$ cat config.mk
export PLATFORM = sky130hd
export DESIGN_NAME = imrs_master
export DESIGN_NICKNAME = d
export VERILOG_FILES = /design/src/logic/imrs_pkg.sv /design/src/logic/imrs_master.sv
export SDC_FILE = /design/constraint.sdc
export NUM_CORES = 1
export LEC_CHECK = 0
export BUFFER_PORTS_ARGS = -buffer_cell sky130_fd_sc_hd__clkbuf_2
export CORE_ASPECT_RATIO = 0.9
export CORE_UTILIZATION = 50
export CTS_CLUSTER_SIZE = 10
export DETAILED_ROUTE_END_ITERATION = 16
export GPL_TIMING_DRIVEN = 0
export PLACE_DENSITY_LB_ADDON = 0.05
export RECOVER_POWER = 50
export SLEW_MARGIN = 5
export SYNTH_ARGS = -nofsm -noshare
export SYNTH_HDL_FRONTEND = slang
export SYNTH_SLANG_ARGS = --single-unit
$ cat constraint.sdc
create_clock -name pclk -period 2.7 [get_ports pclk]
set_input_delay 0 -clock pclk [delete_from_list [all_inputs] [get_ports pclk]]
set_output_delay 0 -clock pclk [all_outputs]
set_load 0.1 [all_outputs]
$ cat src/logic/imrs_pkg.sv
// Constants, register map and state types of the two-wire bus master receive/stop block
package imrs_pkg;

    // =====================================================================
    // Register indices (byte address is four times the index)
    // =====================================================================
    localparam logic [15:0] IMRS_IDX_ENABLE  = 16'h4340;
    localparam logic [15:0] IMRS_IDX_CONTROL = 16'h4342;
    localparam logic [15:0] IMRS_IDX_DATA    = 16'h4344;
    localparam logic [15:0] IMRS_IDX_IRQEN   = 16'h4346;
    localparam logic [31:0] IMRS_ADDR_ENABLE  = {14'h0000, IMRS_IDX_ENABLE, 2'h0};
    localparam logic [31:0] IMRS_ADDR_CONTROL = {14'h0000, IMRS_IDX_CONTROL, 2'h0};
    localparam logic [31:0] IMRS_ADDR_DATA    = {14'h0000, IMRS_IDX_DATA, 2'h0};
    localparam logic [31:0] IMRS_ADDR_IRQEN   = {14'h0000, IMRS_IDX_IRQEN, 2'h0};

    // =====================================================================
    // Field positions
    // =====================================================================
    localparam int IMRS_EN_BIT       = 0;
    localparam int IMRS_CTL_START    = 0;
    localparam int IMRS_CTL_STOP     = 1;
    localparam int IMRS_CTL_NOISE    = 4;
    localparam int IMRS_CTL_TRANSMIT_BUSY_FLAG    = 8;
    localparam int IMRS_CTL_RECEIVE_BUSY_FLAG    = 9;
    localparam int IMRS_DAT_RESPONSE = 8;
    localparam int IMRS_DAT_TXREQ    = 9;
    localparam int IMRS_DAT_RXREQ    = 10;
    localparam int IMRS_DAT_RECEIVE_BUFFER_READY    = 11;
    localparam int IMRS_ICTL_TX_EMPTY_IRQ_ENABLE   = 0;
    localparam int IMRS_ICTL_RX_FULL_IRQ_ENABLE   = 1;

    // =====================================================================
    // Bit slots within one byte transfer
    // =====================================================================
    localparam logic [3:0] IMRS_SLOT_FIRST = 4'h0;
    localparam logic [3:0] IMRS_SLOT_LAST  = 4'h7;
    localparam logic [3:0] IMRS_SLOT_ACK   = 4'h8;

    // =====================================================================
    // Engine phases and full state record
    // =====================================================================
    typedef enum logic [3:0] {
        IMRS_PH_IDLE,
        IMRS_PH_START_REL_SDA,
        IMRS_PH_START_REL_SCL,
        IMRS_PH_START_SDA_LOW,
        IMRS_PH_START_SCL_LOW,
        IMRS_PH_HOLD,
        IMRS_PH_BIT_LOW,
        IMRS_PH_BIT_HIGH,
        IMRS_PH_STOP_SDA_LOW,
        IMRS_PH_STOP_REL_SCL,
        IMRS_PH_STOP_REL_SDA
    } imrs_phase_t;

    typedef struct packed {
        logic        sda_s1, sda_s2, sda_s3, sda_f;
        logic        scl_s1, scl_s2, scl_s3, scl_f;
        logic        bclk_s1, bclk_s2, bclk_s3;
        logic        module_enable_bit;
        logic        noise_filter;
        logic        start_request;
        logic        stop_request;
        logic        transmit_request;
        logic        receive_request;
        logic        response_bit;
        logic [7:0]  data_byte_field;
        logic        receive_buffer_ready;
        logic        transmit_busy_flag;
        logic        receive_busy_flag;
        logic        tx_empty_irq_enable;
        logic        rx_full_irq_enable;
        logic        tx_cause;
        logic        rx_cause;
        imrs_phase_t phase;
        logic        is_rx;
        logic [3:0]  slot;
        logic [7:0]  shift;
        logic        scl_oe;
        logic        sda_oe;
        logic        pin_level;
        logic        irq;
        logic        pready;
        logic        pslverr;
        logic [31:0] prdata;
    } imrs_state_t;

    localparam imrs_state_t IMRS_STATE_RST = '{phase: IMRS_PH_IDLE, default: '0};

endpackage

$ cat src/logic/imrs_master.sv
// Two-wire bus master: byte reception, start/stop generation, enable and shared interrupt
//
// Added by the designer: the APB register port.
`timescale 1ns/1ps

module imrs_master (
    input  wire logic        pclk,
    input  wire logic        presetn,
    input  wire logic        psel,
    input  wire logic        penable,
    input  wire logic        pwrite,
    input  wire logic [31:0] paddr,
    input  wire logic [31:0] pwdata,
    output logic      [31:0] prdata,
    output logic             pready,
    output logic             pslverr,
    input  wire logic        bit_clock_in,
    input  wire logic        serial_clock_pin_i,
    output logic             serial_clock_pin_o,
    output logic             serial_clock_pin_oe,
    input  wire logic        serial_data_pin_i,
    output logic             serial_data_pin_o,
    output logic             serial_data_pin_oe,
    output logic             irq
);

    imrs_pkg::imrs_state_t q;
    imrs_pkg::imrs_state_t n;

    // =====================================================================
    // Next-state logic
    // =====================================================================
    always_comb begin
        logic tick;
        logic sda_v;
        logic scl_v;
        logic acc;
        logic wr;
        logic rd;
        tick  = 1'b0;
        sda_v = 1'b0;
        scl_v = 1'b0;
        acc   = 1'b0;
        wr    = 1'b0;
        rd    = 1'b0;
        n     = q;

        // Three-stage synchronisers; stage one feeds stage two only
        n.sda_s1  = serial_data_pin_i;
        n.sda_s2  = q.sda_s1;
        n.sda_s3  = q.sda_s2;
        n.scl_s1  = serial_clock_pin_i;
        n.scl_s2  = q.scl_s1;
        n.scl_s3  = q.scl_s2;
        n.bclk_s1 = bit_clock_in;
        n.bclk_s2 = q.bclk_s1;
        n.bclk_s3 = q.bclk_s2;

        // Noise filter: only accept a level seen on two samples in a row
        if (!q.noise_filter || (q.sda_s2 == q.sda_s3)) begin
            n.sda_f = q.sda_s2;
        end
        if (!q.noise_filter || (q.scl_s2 == q.scl_s3)) begin
            n.scl_f = q.scl_s2;
        end
        sda_v = q.sda_f;
        scl_v = q.scl_f;

        // Every timer edge is one third of a bit period
        tick = q.bclk_s2 ^ q.bclk_s3;

        // APB: pready answers in the access cycle, read data caught at setup
        acc       = psel && penable && q.pready;
        wr        = acc && pwrite;
        rd        = acc && !pwrite;
        n.pready  = psel && !penable;
        n.pslverr = 1'b0;
        if (psel && !penable) begin
            n.prdata = 32'h0000_0000;  // Reserved bits read zero
            unique case (paddr)
                imrs_pkg::IMRS_ADDR_ENABLE: begin
                    n.prdata[imrs_pkg::IMRS_EN_BIT] = q.module_enable_bit;
                end
                imrs_pkg::IMRS_ADDR_CONTROL: begin
                    n.prdata[imrs_pkg::IMRS_CTL_RECEIVE_BUSY_FLAG] = q.receive_busy_flag;
                    n.prdata[imrs_pkg::IMRS_CTL_TRANSMIT_BUSY_FLAG] = q.transmit_busy_flag;
                    n.prdata[imrs_pkg::IMRS_CTL_NOISE] = q.noise_filter;
                    n.prdata[imrs_pkg::IMRS_CTL_STOP]  = q.stop_request;
                    n.prdata[imrs_pkg::IMRS_CTL_START] = q.start_request;
                end
                imrs_pkg::IMRS_ADDR_DATA: begin
                    n.prdata[imrs_pkg::IMRS_DAT_RECEIVE_BUFFER_READY]    = q.receive_buffer_ready;
                    n.prdata[imrs_pkg::IMRS_DAT_RXREQ]    = q.receive_request;
                    n.prdata[imrs_pkg::IMRS_DAT_TXREQ]    = q.transmit_request;
                    n.prdata[imrs_pkg::IMRS_DAT_RESPONSE] = q.response_bit;
                    n.prdata[7:0]                         = q.data_byte_field;
                end
                imrs_pkg::IMRS_ADDR_IRQEN: begin
                    n.prdata[imrs_pkg::IMRS_ICTL_TX_EMPTY_IRQ_ENABLE] = q.tx_empty_irq_enable;
                    n.prdata[imrs_pkg::IMRS_ICTL_RX_FULL_IRQ_ENABLE] = q.rx_full_irq_enable;
                end
                default: begin
                    n.pslverr = 1'b1;  // Unmapped address
                end
            endcase
        end

        // Software writes and read side effects; hardware sets below win
        if (wr && (paddr == imrs_pkg::IMRS_ADDR_ENABLE)) begin
            n.module_enable_bit = pwdata[imrs_pkg::IMRS_EN_BIT];
        end
        if (wr && (paddr == imrs_pkg::IMRS_ADDR_CONTROL)) begin
            n.noise_filter = pwdata[imrs_pkg::IMRS_CTL_NOISE];
        end
        if (wr && (paddr == imrs_pkg::IMRS_ADDR_DATA)) begin
            n.data_byte_field = pwdata[7:0];
            n.response_bit    = pwdata[imrs_pkg::IMRS_DAT_RESPONSE];
            n.tx_cause        = 1'b0;
        end
        if (wr && (paddr == imrs_pkg::IMRS_ADDR_IRQEN)) begin
            n.tx_empty_irq_enable = pwdata[imrs_pkg::IMRS_ICTL_TX_EMPTY_IRQ_ENABLE];
            n.rx_full_irq_enable  = pwdata[imrs_pkg::IMRS_ICTL_RX_FULL_IRQ_ENABLE];
        end
        if (rd && (paddr == imrs_pkg::IMRS_ADDR_DATA)) begin
            n.receive_buffer_ready = 1'b0;
            n.rx_cause             = 1'b0;
        end

        // Bus engine; disabling drops the phase, both pins and both busy flags at once
        if (!q.module_enable_bit) begin
            n.phase              = imrs_pkg::IMRS_PH_IDLE;
            n.scl_oe             = 1'b0;
            n.sda_oe             = 1'b0;
            n.transmit_busy_flag = 1'b0;
            n.receive_busy_flag  = 1'b0;
        end else if (tick) begin
            unique case (q.phase)
                imrs_pkg::IMRS_PH_IDLE: begin
                    if (q.start_request) begin
                        n.phase = imrs_pkg::IMRS_PH_START_REL_SDA;
                    end
                end
                imrs_pkg::IMRS_PH_START_REL_SDA: begin
                    n.sda_oe = 1'b0;
                    n.phase  = imrs_pkg::IMRS_PH_START_REL_SCL;
                end
                imrs_pkg::IMRS_PH_START_REL_SCL: begin
                    n.scl_oe = 1'b0;
                    n.phase  = imrs_pkg::IMRS_PH_START_SDA_LOW;
                end
                imrs_pkg::IMRS_PH_START_SDA_LOW: begin
                    // Wait for clock really high so the start is legal
                    if (scl_v) begin
                        n.sda_oe        = 1'b1;
                        n.start_request = 1'b0;
                        n.phase         = imrs_pkg::IMRS_PH_START_SCL_LOW;
                    end
                end
                imrs_pkg::IMRS_PH_START_SCL_LOW: begin
                    n.scl_oe = 1'b1;
                    n.phase  = imrs_pkg::IMRS_PH_HOLD;
                end
                imrs_pkg::IMRS_PH_HOLD: begin
                    // Bus busy, clock held low; pick the next job by priority
                    if (q.transmit_request) begin
                        n.shift              = q.data_byte_field;
                        n.transmit_request   = 1'b0;
                        n.tx_cause           = 1'b1;
                        n.transmit_busy_flag = 1'b1;
                        n.is_rx              = 1'b0;
                        n.slot               = imrs_pkg::IMRS_SLOT_FIRST;
                        n.phase              = imrs_pkg::IMRS_PH_BIT_LOW;
                    end else if (q.receive_request) begin
                        n.receive_busy_flag = 1'b1;
                        n.is_rx             = 1'b1;
                        n.slot              = imrs_pkg::IMRS_SLOT_FIRST;
                        n.phase             = imrs_pkg::IMRS_PH_BIT_LOW;
                    end else if (q.start_request) begin
                        n.phase = imrs_pkg::IMRS_PH_START_REL_SDA;
                    end else if (q.stop_request) begin
                        n.phase = imrs_pkg::IMRS_PH_STOP_SDA_LOW;
                    end
                end
                imrs_pkg::IMRS_PH_BIT_LOW: begin
                    // Move data while the clock stays low; release comes a tick later
                    if (q.is_rx) begin
                        if (q.slot == imrs_pkg::IMRS_SLOT_ACK) begin
                            n.sda_oe = !q.response_bit;
                        end else begin
                            n.sda_oe = 1'b0;
                        end
                    end else begin
                        if (q.slot == imrs_pkg::IMRS_SLOT_ACK) begin
                            n.sda_oe = 1'b0;
                        end else begin
                            n.sda_oe = !q.shift[7];
                        end
                    end
                    n.phase  = imrs_pkg::IMRS_PH_BIT_HIGH;
                end
                imrs_pkg::IMRS_PH_BIT_HIGH: begin
                    // Data never moves with the clock edge, so no false start or stop
                    // A slave holding the clock low stretches this phase
                    if (q.scl_oe) begin
                        n.scl_oe = 1'b0;
                    end else if (scl_v) begin
                        n.scl_oe = 1'b1;
                        if (q.slot == imrs_pkg::IMRS_SLOT_ACK) begin
                            if (!q.is_rx) begin
                                n.response_bit = sda_v;
                            end
                            n.transmit_busy_flag = 1'b0;
                            n.receive_busy_flag  = 1'b0;
                            n.phase              = imrs_pkg::IMRS_PH_HOLD;
                        end else begin
                            n.shift = {q.shift[6:0], sda_v};
                            if (q.is_rx && (q.slot == imrs_pkg::IMRS_SLOT_FIRST)) begin
                                n.receive_request = 1'b0;
                            end
                            if (q.is_rx && (q.slot == imrs_pkg::IMRS_SLOT_LAST)) begin
                                n.data_byte_field      = {q.shift[6:0], sda_v};
                                n.receive_buffer_ready = 1'b1;
                                n.rx_cause             = 1'b1;
                            end
                            n.slot  = q.slot + 4'h1;
                            n.phase = imrs_pkg::IMRS_PH_BIT_LOW;
                        end
                    end
                end
                imrs_pkg::IMRS_PH_STOP_SDA_LOW: begin
                    n.sda_oe = 1'b1;
                    n.phase  = imrs_pkg::IMRS_PH_STOP_REL_SCL;
                end
                imrs_pkg::IMRS_PH_STOP_REL_SCL: begin
                    n.scl_oe = 1'b0;
                    n.phase  = imrs_pkg::IMRS_PH_STOP_REL_SDA;
                end
                imrs_pkg::IMRS_PH_STOP_REL_SDA: begin
                    // Data rises only once the clock is seen high
                    if (scl_v) begin
                        n.sda_oe       = 1'b0;
                        n.stop_request = 1'b0;
                        n.phase        = imrs_pkg::IMRS_PH_IDLE;
                    end
                end
                default: begin
                    n.phase = imrs_pkg::IMRS_PH_IDLE;
                end
            endcase
        end

        // Request sets last so a write never loses to an auto-clear
        if (wr && (paddr == imrs_pkg::IMRS_ADDR_CONTROL)) begin
            if (pwdata[imrs_pkg::IMRS_CTL_STOP]) begin
                n.stop_request = 1'b1;
            end
            if (pwdata[imrs_pkg::IMRS_CTL_START]) begin
                n.start_request = 1'b1;
            end
        end
        if (wr && (paddr == imrs_pkg::IMRS_ADDR_DATA)) begin
            if (pwdata[imrs_pkg::IMRS_DAT_TXREQ]) begin
                n.transmit_request = 1'b1;
            end
            if (pwdata[imrs_pkg::IMRS_DAT_RXREQ]) begin
                n.receive_request = 1'b1;
            end
        end

        // One shared request line
        n.irq = (n.tx_cause && n.tx_empty_irq_enable) || (n.rx_cause && n.rx_full_irq_enable);
    end

    // =====================================================================
    // State register
    // =====================================================================
    always_ff @(posedge pclk or negedge presetn) begin
        if (!presetn) begin
            q <= imrs_pkg::IMRS_STATE_RST;
        end else begin
            q <= n;
        end
    end

    // Outputs straight from the state record; pins only ever pull low
    assign prdata              = q.prdata;
    assign pready              = q.pready;
    assign pslverr             = q.pslverr;
    assign serial_clock_pin_o  = q.pin_level;
    assign serial_clock_pin_oe = q.scl_oe;
    assign serial_data_pin_o   = q.pin_level;
    assign serial_data_pin_oe  = q.sda_oe;
    assign irq                 = q.irq;

endmodule // imrs_master

==> flow_summary.ini <==
[run_status]
outcome = finished, final reports clean

[clock_network]
cts_buffer_depth = 2
cts.sinks = 67
cts_tree = built
h-tree-depth = 3
post_cts.repair.setup_buffers = 0
post_cts_resized = 0
cts_buffers = 9
cts_root_buf = clkbuf_8
clk_latency_ns = 0.34
path_clk_slew_ns = 0.08

[grt]
grt_pass1_wl_um = 15480
grt.busiest_layer = met1
overflow = 0
antenna_found_initial = 0
grtUsageMet1 = 0.4036
grt_pass1_vias = 3127
grt_max_degree = 57
met2_usage = 0.3677
met3_usage = 0.05100
grtUsageTotal = 0.2591

[synthesis]
syn_area_per_cell_um2 = 9.244
yosys_warnings = 0
yosysSeqAreaShare = 0.4545
synthArstFlopShare = 1.000
synth-main-ff-cell = dfrtp_1
syn_area_um2 = 3689
synth_edf_count = 0
synth_cells = 399
synth_cell_types = 65
synth-seq-cells = 67

[layout]
area_growth_pct = 24.80
fin_nets = 587
fillerInstances = 620
antennaDiodeCount = 0
fin_area_um2 = 4603
final_cell_mix = clkbuf_2 (67), dfrtp_1 (67), nand2_1 (48), buf_4 (36), nor2_1 (34)
drive_gt1_frac = 0.2703
multi_input_area_um2 = 1683
regArea_um2 = 1677
fin_util = 0.6506

[sta]
rsz0062_at_grt = no
hold_viol_final = 0
fin_crit_ns = 2.191
tns_ns = 0
finalCritPeriodShare = 0.8115
worst_slew_pin_slew_ns = 1.353
slew_headroom = 0.09826
layout_setup_ws_ns = 0.5088
skew_ns = 0.008354
drv_slew = 0
finalSetupViolations = 0
fmax_ghz = 0.4564

[detailed_routing]
drc_errors = 0
drt_pass1_iterations = 5
vias_per_cell = 5.394
post_drt_wl_per_cell_um = 15.40
via_count = 3296
drtIter0Drc = 194
drt_wl_total_um = 9407
ant_nets = 0

[place]
hpwl_um = 6957
gp_congestion = 0.9253
dpl-instance-area_um2 = 4249
place_ws_ns = 0.5353
io_buffers = 67

[pwr]
internal_power_w = 0.001714
ir_worst_vdd_v = 0.0003456
swShare = 0.2723
p_clk_frac = 0.433
pwr_density_cell_nw_per_um2 = 511.6
p_switching_w = 0.0006413
p_comb_frac = 0.133
totalPowerFinal_w = 0.002355
power.leakage_nw = 2.198
pwr-share-seq = 0.434

[worst_setup_path]
crit_path_end_kind = register
worstPathArrival_ns = 2.46
worstPathRequired_ns = 2.97
worstRegToRegCells = 6
startpoint_type = register
cp_max_fo = 10
r2r_start = q[77]
r2r_end = q[40]
path_class = register to register
rrSetupSlack_ns = 0.51

[floorplan]
die_w_um = 92.54
fp-row-count = 29
io_pins = 111
initial_utilization = 0.5213
core_um2 = 7076
die-area_um2 = 7725
die_y_um = 83.48

[min_path]
min_to = q[55]
holdCritPathClass = input pin to register
hold_depth = 3
min-delay-start = pwrite

[job]
cap_violations = 0
==> registers in the layout, summed over array words and instances, names as in the netlist <==
name / flops
q: 44
serial_clock_pin_oe: 1
n: 6
serial_data_pin_oe: 1
prdata: 12
pslverr: 1
irq: 1
pready: 1
==> worst max-delay path by stage <==
stage                  from         to  cells past startpoint
finish                q[77]      q[40]                      6
floorplan            pready        irq                      4
CTS                   q[77]      q[40]                      6
detailed placement    q[77]      q[40]                      6
global route        presetn  prdata[0]                      3
global placement      q[80]      q[69]                      8
==> kinds of logic after synthesis <==
| kind of cell | after synthesis | share of synthesized area |
|---|---|---|
| buf+inv | 66 | 0.1106 |
| simple gates | 159 | 0.2181 |
| compound gates | 82 | 0.1432 |
| mux | 18 | 0.05427 |
| other cells | 1 | 0.001017 |
| fa+ha+maj | 2 | 0.006783 |
| flops | 67 | 0.4545 |
| xor+xnor | 4 | 0.01154 |
==> stage by stage <==
step	hold WS [ns]	instances
floorplan	-0.2956	420
global placement	0.1100	580
detailed placement	-0.1038	581
CTS	0.02903	611
global route	0.05320	611
finish	0.03435	611
==> worst max-delay path, cell delays in order, from the launching register on <==
cell	delay [ns]
dfrtp_1	0.42
xor2_2	0.36
nand2_1	0.24
a211oi_2	0.57
buf_2	0.32
nor2_1	0.06
a31oi_1	0.15
==> power by group through the flow <==
stage / logic, W / clock network [W] / registers [W]
floorplan: 0.000208 / 0 / 0.00105
global placement: 0.000295 / 0 / 0.00104
detailed placement: 0.000301 / 0 / 0.00104
CTS: 0.000317 / 0.00103 / 0.00102
global route: 0.000331 / 0.00107 / 0.00102
finish: 0.000313 / 0.00102 / 0.00102
==> synth_stat cells (5+ instances only) <==
| cell type | instances | area (µm²) |
|---|---|---|
| a31oi_1 | 10 | 62.56 |
| nor4_1 | 12 | 75.07 |
| dfrtp_1 | 67 | 1677 |
| nor2_1 | 34 | 127.6 |
| buf_4 | 36 | 270.3 |
| nand2_1 | 48 | 180.2 |
| inv_1 | 14 | 52.55 |
| mux2_2 | 5 | 56.30 |
| mux2i_1 | 11 | 110.1 |
| a21oi_1 | 23 | 115.1 |
| clkbuf_1 | 11 | 41.29 |
| nand2b_1 | 8 | 50.05 |
| o21ai_0 | 16 | 80.08 |
| nand3_1 | 18 | 90.09 |
| nor3_1 | 6 | 30.03 |
| nand4_1 | 7 | 43.79 |
==> cell type report <==
type	instances	area share
Sequential cell	67	0.3642
Buffer	52	0.07720
Multi-Input combinational cell	287	0.3656
Timing Repair Buffer	82	0.1041
Clock buffer	10	0.02772
Inverter	14	0.01142
Clock inverter	6	0.02446
Tap cell	93	0.02528
==> routing by layer <==
layer,up-vias,part of all wire
met4,0,0.010
met3,12,0.087
met1,1526,0.48
met5,-,0
li1,1586,-
met2,172,0.43
==> what timing repair did <==
| action | 4_1_cts | 5_1_grt |
|---|---|---|
| setup endpoints to repair | 0 | 0 |
| endpoints found under the hold margin | 84 | 0 |
| hold buffers | 14 | 0 |
No activity file was read; power rests on OpenSTA's default activity.
